File: src/logic/ocr_pkg.sv
// Purpose: Shared constants for the card power-up and operating-conditions block
// Assumes: 40 MHz system clock; bus clock sampled, never used as a clock
// Notes:   Frame layout follows the 48-bit command/response format
package op_cond_pkg;
   // System clock and power-up deadline
   localparam int unsigned CLK_HZ = 40_000_000;
   localparam int unsigned INIT_TIME_MS = 1000;
   localparam int unsigned INIT_MAX_CYCLES = (CLK_HZ / 1000) * INIT_TIME_MS;

   // Operating-conditions register layout
   localparam int unsigned REG_W = 32;
   localparam int unsigned BUSY_BIT = 31;
   localparam int unsigned LOWV_BIT = 7;
   localparam int unsigned HIGHV_LSB = 15;
   localparam int unsigned HIGHV_MSB = 23;
   localparam logic [31:0] HIGHV_FIELD = 32'h00FF_8000;
   localparam logic [31:0] LOWV_FIELD = 32'h0000_0080;
   localparam logic [31:0] REG_RESET = 32'h0000_0000;

   // Command frame layout, bits after the start bit
   localparam int unsigned FRAME_BITS = 48;
   localparam int unsigned TAIL_BITS = 47;
   localparam int unsigned DIR_POS = 46;
   localparam int unsigned IDX_MSB = 45;
   localparam int unsigned IDX_LSB = 40;
   localparam int unsigned ARG_MSB = 39;
   localparam int unsigned ARG_LSB = 8;
   localparam logic [5:0] OP_COND_CMD = 6'h01;
   localparam logic [5:0] RESP_CHECK_FIELD = 6'h3F;
   localparam logic [6:0] RESP_CRC_FIELD = 7'h7F;

   // Bus clocks between command end and response start
   localparam int unsigned RESP_GAP_CLOCKS = 2;
endpackage

File: src/logic/frame_if.sv
// Purpose: Carrier between the link sampler and the command frame receiver
// Assumes: All signals on clk; sample_en is a one-cycle pulse
// Notes:   hold keeps the receiver from parsing the card's own response
`timescale 1ns/10ps
interface frame_if;
   logic sample_en;
   logic bit_in;
   logic hold;
   logic frame_valid;
   logic [5:0] index;
   logic [31:0] arg;

   modport rx (
      input sample_en,
      input bit_in,
      input hold,
      output frame_valid,
      output index,
      output arg
   );
   modport ctl (
      output sample_en,
      output bit_in,
      output hold,
      input frame_valid,
      input index,
      input arg
   );
endinterface

File: src/logic/cmd_frame_rx.sv
// Purpose: Collect 48-bit host command frames from sampled command-line bits
// Assumes: sample_en marks a rising bus clock edge, bit_in already synchronised
// Notes:   The checksum field is carried but not verified
`timescale 1ns/10ps
module cmd_frame_rx (
   input wire logic clk,
   input wire logic nrst,
   frame_if.rx fr
);
   logic [5:0] cnt_r, cnt_nxt;
   logic [45:0] sr_r, sr_nxt;
   logic valid_r, valid_nxt;
   logic [5:0] idx_r, idx_nxt;
   logic [31:0] arg_r, arg_nxt;
   logic [46:0] full;

   assign full = {sr_r, fr.bit_in};

   // Hunt for a start bit, then shift the tail in on each sampled edge
   always_comb begin
      cnt_nxt = cnt_r;
      sr_nxt = sr_r;
      valid_nxt = 1'b0;
      idx_nxt = idx_r;
      arg_nxt = arg_r;
      if (fr.hold) begin
         cnt_nxt = 6'd0;
      end else if (fr.sample_en) begin
         if (cnt_r == 6'd0) begin
            if (!fr.bit_in) begin
               cnt_nxt = 6'd1;
            end
         end else if (cnt_r == 6'(op_cond_pkg::TAIL_BITS)) begin
            cnt_nxt = 6'd0;
            // Host direction bit high and end bit high mark a real command
            valid_nxt = full[op_cond_pkg::DIR_POS] & fr.bit_in;
            idx_nxt = full[op_cond_pkg::IDX_MSB:op_cond_pkg::IDX_LSB];
            arg_nxt = full[op_cond_pkg::ARG_MSB:op_cond_pkg::ARG_LSB];
         end else begin
            cnt_nxt = cnt_r + 6'd1;
            sr_nxt = full[45:0];
         end
      end
   end

   // State registers
   always_ff @(posedge clk or negedge nrst) begin
      if (!nrst) begin
         cnt_r <= 6'd0;
         sr_r <= '0;
         valid_r <= 1'b0;
         idx_r <= 6'h00;
         arg_r <= 32'h0000_0000;
      end else begin
         cnt_r <= cnt_nxt;
         sr_r <= sr_nxt;
         valid_r <= valid_nxt;
         idx_r <= idx_nxt;
         arg_r <= arg_nxt;
      end
   end

   assign fr.frame_valid = valid_r;
   assign fr.index = idx_r;
   assign fr.arg = arg_r;
endmodule

File: src/logic/card_op_conditions_busy_reg.sv
// Purpose: Operating-conditions register of a flash card with power-up busy bit
// Assumes: Bus clock and command line arrive asynchronously to clk (40 MHz)
// Notes:   Answers only the operating-condition negotiation command, open-drain
`timescale 1ns/10ps

// Functional notes
// - Command line bits are taken only on rising bus clock edges.
// - Register is reachable only through its dedicated bus command.
// - Card holds a 32-bit operating-conditions register with one status bit.
// - Bits 23:15 ones, bit 7 set on dual-voltage cards, others zero.
// - Bit 31 reads low during power-up, high once it has finished.
// - Busy bit is wired-AND across cards; low means some card busy.
// - Power-up finishes within 1 second of first valid-range command.
// - After power-up the card ignores everything until the negotiation command.
module card_op_conditions_busy_reg #(
   parameter bit DUAL_VOLTAGE = 1'b0,
   parameter int unsigned INIT_CYCLES = op_cond_pkg::INIT_MAX_CYCLES
) (
   input wire logic clk,
   input wire logic nrst,
   input wire logic bus_clk,
   input wire logic cmd_i,
   output logic cmd_o,
   output logic cmd_oe,
   output logic [31:0] supply_window_and_powerup,
   output logic powerup_done,
   output logic init_running
);
   typedef enum logic [1:0] {ST_LISTEN, ST_GAP, ST_SEND} resp_state_t;

   frame_if fr ();

   logic clk_s1_r, clk_s2_r, clk_s3_r;
   logic clk_s1_nxt, clk_s2_nxt, clk_s3_nxt;
   logic cmd_s1_r, cmd_s2_r;
   logic cmd_s1_nxt, cmd_s2_nxt;
   logic bus_rise, bus_fall;

   // Two flops on each pin, a third clock flop only for edge finding
   always_comb begin
      clk_s1_nxt = bus_clk;
      clk_s2_nxt = clk_s1_r;
      clk_s3_nxt = clk_s2_r;
      cmd_s1_nxt = cmd_i;
      cmd_s2_nxt = cmd_s1_r;
   end

   // Reset levels match the idle pins, so no false edge follows reset
   always_ff @(posedge clk or negedge nrst) begin
      if (!nrst) begin
         clk_s1_r <= 1'b0;
         clk_s2_r <= 1'b0;
         clk_s3_r <= 1'b0;
         cmd_s1_r <= 1'b1;
         cmd_s2_r <= 1'b1;
      end else begin
         clk_s1_r <= clk_s1_nxt;
         clk_s2_r <= clk_s2_nxt;
         clk_s3_r <= clk_s3_nxt;
         cmd_s1_r <= cmd_s1_nxt;
         cmd_s2_r <= cmd_s2_nxt;
      end
   end

   assign bus_rise = clk_s2_r & ~clk_s3_r;
   assign bus_fall = ~clk_s2_r & clk_s3_r;   // Outputs change here, half a clock early

   // Bus clock phases must span more than one clk period or an edge is missed
   assign fr.sample_en = bus_rise;
   assign fr.bit_in = cmd_s2_r;

   cmd_frame_rx u_rx (
      .clk(clk),
      .nrst(nrst),
      .fr(fr)
   );

   localparam logic [31:0] WINDOW =
      op_cond_pkg::HIGHV_FIELD | (DUAL_VOLTAGE ? op_cond_pkg::LOWV_FIELD : 32'h0000_0000);

   logic neg_cmd;
   logic range_ok;
   logic started_r, started_nxt;
   logic done_r, done_nxt;
   logic [31:0] init_cnt_r, init_cnt_nxt;

   // only the negotiation command is acted on
   assign neg_cmd = fr.frame_valid && (fr.index == op_cond_pkg::OP_COND_CMD);
   assign range_ok = |(fr.arg & WINDOW);

   // Power-up routine timer, armed by the first command with a usable range
   always_comb begin
      started_nxt = started_r;
      done_nxt = done_r;
      init_cnt_nxt = init_cnt_r;
      if (neg_cmd && range_ok) begin
         started_nxt = 1'b1;
      end
      if (started_r && !done_r) begin
         if (init_cnt_r >= INIT_CYCLES - 32'd1) begin
            done_nxt = 1'b1;   // Busy flag only ever sets; only reset clears it
         end else begin
            init_cnt_nxt = init_cnt_r + 32'd1;
         end
      end
   end

   // Power-up state registers
   always_ff @(posedge clk or negedge nrst) begin
      if (!nrst) begin
         started_r <= 1'b0;
         done_r <= 1'b0;
         init_cnt_r <= 32'h0000_0000;
      end else begin
         started_r <= started_nxt;
         done_r <= done_nxt;
         init_cnt_r <= init_cnt_nxt;
      end
   end

   logic [31:0] supply_window_and_powerup_r, supply_window_and_powerup_nxt;

   // register value, only the busy bit varies
   // Busy bit follows done_nxt so the word and powerup_done never disagree
   always_comb begin
      supply_window_and_powerup_nxt = WINDOW;
      supply_window_and_powerup_nxt[op_cond_pkg::BUSY_BIT] = done_nxt;
   end

   // Register word, cleared while in reset
   always_ff @(posedge clk or negedge nrst) begin
      if (!nrst) begin
         supply_window_and_powerup_r <= op_cond_pkg::REG_RESET;
      end else begin
         supply_window_and_powerup_r <= supply_window_and_powerup_nxt;
      end
   end

   resp_state_t st_r, st_nxt;
   logic [47:0] sh_r, sh_nxt;
   logic [5:0] bit_cnt_r, bit_cnt_nxt;
   logic drive_low_r, drive_low_nxt;

   // the register leaves the card only in this command's response
   always_comb begin
      st_nxt = st_r;
      sh_nxt = sh_r;
      bit_cnt_nxt = bit_cnt_r;
      drive_low_nxt = drive_low_r;
      case (st_r)
         ST_LISTEN: begin
            drive_low_nxt = 1'b0;
            if (neg_cmd) begin
               st_nxt = ST_GAP;
               bit_cnt_nxt = 6'd0;
               // Start 0, direction 0, check field, register, crc field, end 1
               sh_nxt = {2'b00, op_cond_pkg::RESP_CHECK_FIELD, supply_window_and_powerup_r,
                         op_cond_pkg::RESP_CRC_FIELD, 1'b1};
            end
         end
         ST_GAP: begin
            if (bus_fall) begin
               if (bit_cnt_r == 6'(op_cond_pkg::RESP_GAP_CLOCKS - 1)) begin
                  st_nxt = ST_SEND;
                  bit_cnt_nxt = 6'd0;
                  drive_low_nxt = ~sh_r[47];
               end else begin
                  bit_cnt_nxt = bit_cnt_r + 6'd1;
               end
            end
         end
         ST_SEND: begin
            if (bus_fall) begin
               if (bit_cnt_r == 6'(op_cond_pkg::FRAME_BITS - 1)) begin
                  st_nxt = ST_LISTEN;
                  drive_low_nxt = 1'b0;
               end else begin
                  bit_cnt_nxt = bit_cnt_r + 6'd1;
                  sh_nxt = {sh_r[46:0], 1'b1};
                  // open-drain, a one is left to the pull-up
                  drive_low_nxt = ~sh_r[46];
               end
            end
         end
         default: begin
            st_nxt = ST_LISTEN;
            drive_low_nxt = 1'b0;
         end
      endcase
   end

   // Response state registers
   always_ff @(posedge clk or negedge nrst) begin
      if (!nrst) begin
         st_r <= ST_LISTEN;
         sh_r <= '1;
         bit_cnt_r <= 6'd0;
         drive_low_r <= 1'b0;
      end else begin
         st_r <= st_nxt;
         sh_r <= sh_nxt;
         bit_cnt_r <= bit_cnt_nxt;
         drive_low_r <= drive_low_nxt;
      end
   end

   // Receiver is held while the card owns the line
   assign fr.hold = (st_r != ST_LISTEN);

   // Open-drain pin: only ever pulled low, so a busy card wins the wired-AND
   assign cmd_o = 1'b0;
   assign cmd_oe = drive_low_r;
   assign supply_window_and_powerup = supply_window_and_powerup_r;
   assign powerup_done = done_r;
   assign init_running = started_r & ~done_r;
endmodule

File: config.mk
export PLATFORM = sky130hd
export DESIGN_NAME = card_op_conditions_busy_reg
export DESIGN_NICKNAME = d
export VERILOG_FILES = /design/src/logic/ocr_pkg.sv /design/src/logic/frame_if.sv /design/src/logic/cmd_frame_rx.sv /design/src/logic/card_op_conditions_busy_reg.sv
export SDC_FILE = /design/constraint.sdc
export NUM_CORES = 1
export LEC_CHECK = 0
export ABC_AREA = 1
export BUFFER_PORTS_ARGS = -buffer_cell sky130_fd_sc_hd__buf_2
export CAP_MARGIN = 40
export CORE_ASPECT_RATIO = 1.2
export CORE_MARGIN = 5
export CORE_UTILIZATION = 55
export CTS_BUF_LIST = sky130_fd_sc_hd__clkbuf_16
export DETAILED_ROUTE_END_ITERATION = 12
export GPL_ROUTABILITY_DRIVEN = 1
export GPL_TIMING_DRIVEN = 0
export PLACE_DENSITY = 0.81
export SLEW_MARGIN = 15
export SYNTH_ARGS = -nofsm -noshare
export SYNTH_HDL_FRONTEND = slang
export SYNTH_SLANG_ARGS = --single-unit
File: constraint.sdc
create_clock -name clk -period 1.75 [get_ports clk]
set_input_delay 0.35 -clock clk [delete_from_list [all_inputs] [get_ports clk]]
set_output_delay 0.35 -clock clk [all_outputs]
set_load 0.05 [all_outputs]
==> summary.txt <==
Outcome
  • Status: complete, no violations

Timing
  • Setup TNS after final layout: 0 ns
  • RSZ-0062 raised after global routing: yes
  • Fmax: 588 MHz
  • Tcrit/Tclk final: 97.2%
  • Relative slew slack: 51.5%
  • Final min period: 1.70 ns
  • Pin slew with the least headroom to its limit: 0.728 ns
  • Setup-failing EPs final: 0
  • Slack of the critical path: 0.0491 ns
  • Final Skew: 0.00657 ns
  • Final hold vios: 0
  • Final Slew Violations: 0

Global route
  • First-pass GRT wire length: 28200 um
  • Tot GR Track Use: 20.2%
  • Overflow after GRT: 0
  • Vias in the first global route: 6205
  • Initial antenna violation count: 0
  • Pin count of the biggest net entering global routing: 98

Final layout
  • Final nets: 1064
  • Fillers: 1088
  • Reg area: 3990 um^2
  • Area of the multi-input gates: 3340 um^2
  • Antenna diodes: 0
  • Most common cell after layout, fill and taps aside: nand2_1
  • Layout cells sized above 1: 24.2%
  • Area Growth Syn to Fin: 21.2%
  • Commonest non-fill, non-tap cells in the layout: nand2_1, dfrtp_1, nand3_1, buf_4, nor2_1

Power and ir drop
  • Int Pwr: 6460 uW
  • Lkg Pwr: 0.00478 uW
  • Switching part of the total: 27.6%
  • Overall power: 8920 uW
  • Combinational power share: 14.4%
  • Reg power frac: 45.2%
  • Clock group share of total power: 40.3%
  • P per Cell Area: 948 nW/um^2
  • NetSw: 2460 uW
  • Worst vdd ir: 0.000769 V

Hold path
  • Worst Hold Class: in -> reg
  • Hold endpoint: cmd_s1_r$_DFF_PN1_
  • Hold path cells: 1
  • Worst hold start: cmd_i

Synthesis
  • Post-synthesis adder-cell area fraction: 1.29%
  • Post-synth EDFFs: 0
  • Complex-gate fraction of the synthesized area: 5.25%
  • Sequential area share after synthesis: 51.3%
  • Asr flop ratio synth: 100%
  • Ys flop type: dfrtp_1
  • Largest family of logic cells by synthesized area: simple AND/OR/NAND/NOR gates
  • Synth Register Bits: 157
  • Cell count after synthesis: 952
  • Synthesized area: 7760 um^2
  • Multiplexer area fraction after synthesis: 0.129%
  • Synth unique cells: 37
  • Post-Synth Simple-Gate Area: 31.2%
  • Post-synthesis xor/xnor area fraction: 1.80%
  • Synth warn: 0
  • Syn avg cell area: 8.16 um^2

Critical path
  • Crit path DAT: 1.35 ns
  • R2R Setup Slk: 0.05 ns
  • Reg-to-Reg End: u_rx.fr.arg[23]$_DFFE_PN0P_
  • Worst Path Required: 1.40 ns
  • Worst setup EP type: primary output
  • Worst Path Max Fanout: 10
  • Worst Path Class, Setup: reg -> out
  • R2r worst-path depth: 11
  • RR Startpoint: u_rx.cnt_r[0]$_DFFE_PN0P_
  • CP Launch Type: flip-flop

Routing
  • Vias: 6448
  • Highest metal used: met4
  • Iteration count of the initial detailed-routing pass: 5
  • Post-route ant nets: 0
  • Met2 Wirelength: 8620 um
  • Number of DRC markers in iteration 0: 445
  • DR WL met3: 903 um
  • Via density: 5.22
  • Wirelength, routed: 16900 um
  • Wl on met1: 6930 um
  • Residual DRC: 0
  • WL per Instance: 13.7 um

Floorplan
  • CORE AREA: 13800 um^2
  • Initial Utilization: 56.2%
  • Row count: 47
  • Die Ht: 140 um
  • Io pins: 40
  • Die area: 16600 um^2
  • Die W: 118 um

Clock network
  • H-Tree Depth: 4
  • CTS root buffer: clkbuf_16
  • Clock sink count: 157
  • Clock Pin Slew Worst Setup and Hold Paths: 0.06 ns
  • CTS tree: built
  • Clock Path Buffers: 2
  • Later-pin clock latency in the skew report: 0.43 ns
  • TritonCTS buffer count: 17

Placed design
  • Post-DP HPWL: 10300 um
  • GP Congestion: 0.912
  • I/O Buffers: 16
  • Pre-CTS setup slack: -0.266 ns

Run
  • Max cap viols: 0
## stage by stage
step	utilization, %	std cells	hold WS (ns)	cell area (um^2)
after floorplan	-	974	0.0544	7850
after global placement	58.9	1161	0.347	8150
after detailed placement	59.2	1162	0.352	8180
after CTS	65.6	1218	0.00567	9060
after global routing	68.1	1236	0.0128	9410
final	68.1	1236	0.0182	9410
## layout make-up
cell class                 instances  share of cell area, %
buffer                            74                   5.93
clock buffer                      17                   4.52
clock inverter                    15                   1.60
inverter                          60                   2.39
multi-input combinational        683                   35.5
sequential                       157                   42.4
tap                              171                   2.27
timing repair buffer              59                   5.35
## cell usage after synthesis, types with 3 or more instances
cell | number | area, um^2
dfrtp_1 | 115 | 2880
o21ai_2 | 6 | 52.6
nand2_1 | 344 | 1290
ha_1 | 8 | 100
o21ai_0 | 48 | 240
clkbuf_1 | 18 | 67.6
nand3b_1 | 5 | 37.5
a21oi_1 | 14 | 70.1
inv_1 | 58 | 218
dfstp_2 | 42 | 1100
nand2_2 | 5 | 31.3
nand2_4 | 3 | 33.8
xnor2_1 | 6 | 52.6
nor2_1 | 71 | 267
buf_2 | 17 | 85.1
nand4_1 | 27 | 169
buf_6 | 6 | 67.6
xor2_1 | 10 | 87.6
buf_4 | 33 | 248
nand3_1 | 95 | 475
## cell families after synthesis
family                   Yosys count
AND/OR/NAND/NOR                  560
other                              2
adder cells (fa/ha/maj)            8
multiplexers                       1
buffers and inverters            134
AO/OA/AOI/OAI                     74
XOR/XNOR                          16
flip-flops                       157
## worst max-delay path by stage
stage	start	to	slack, ns	cells past startpoint
6_report	supply_window_and_powerup[31]$_DFFE_PN0P_	init_running	0.05	3
5_1_grt	u_rx.cnt_r[0]$_DFFE_PN0P_	u_rx.fr.index[1]$_DFFE_PN0P_	-0.07	11
4_1_cts	supply_window_and_powerup[31]$_DFFE_PN0P_	init_running	-0.007	3
3_5_place_dp	init_cnt_r[0]$_DFFE_PN0P_	init_cnt_r[10]$_DFFE_PN0P_	-0.27	10
3_3_place_gp	nrst	bit_cnt_r[3]$_DFFE_PN0P_	-1.89	1
2_1_floorplan	supply_window_and_powerup[31]$_DFFE_PN0P_	init_running	0.02	2
## state kept, by name, summed over array words and instances, names as in the netlist
signal,flops
st_r,2
u_rx.fr.index,6
init_cnt_r,32
clk_s1_r,1
supply_window_and_powerup,2
u_rx.fr.frame_valid,1
u_rx.sr_r,46
bit_cnt_r,6
u_rx.cnt_r,6
started_r,1
cmd_s1_r,1
cmd_s2_r,1
cmd_oe,1
clk_s2_r,1
sh_r,40
u_rx.fr.arg,9
clk_s3_r,1
## per-layer routing
layer	vias up	track usage (%)
met5	-	0
met4	0	8.90
met3	49	4.35
met2	176	34.3
met1	3031	24.9
li1	3192	-
## power groups by stage
| stage | logic (uW) | clock network, uW | registers, uW |
|---|---|---|---|
| 2_1_floorplan | 794 | 0 | 4050 |
| 3_3_place_gp | 986 | 0 | 4080 |
| 3_5_place_dp | 1040 | 0 | 4080 |
| 4_1_cts | 1100 | 3650 | 4020 |
| 5_1_grt | 1420 | 3820 | 4050 |
| 6_report | 1290 | 3600 | 4030 |
## worst max-delay path, stage by stage (launching register included)
cell     delay [ns]
dfrtp_2        0.45
nor2_4         0.10
buf_4          0.19
buf_6          0.18
## timing repair
item | CTS | global route
pin swaps | 10 | 11
resized for setup | 35 | 81
buffers inserted | 21 | 17
endpoints found under the setup margin | 135 | 136
hold endpoints to repair | 69 | 0
hold buffers | 1 | 0
cloned | 2 | 1
No activity file was read; power rests on OpenSTA's default activity.
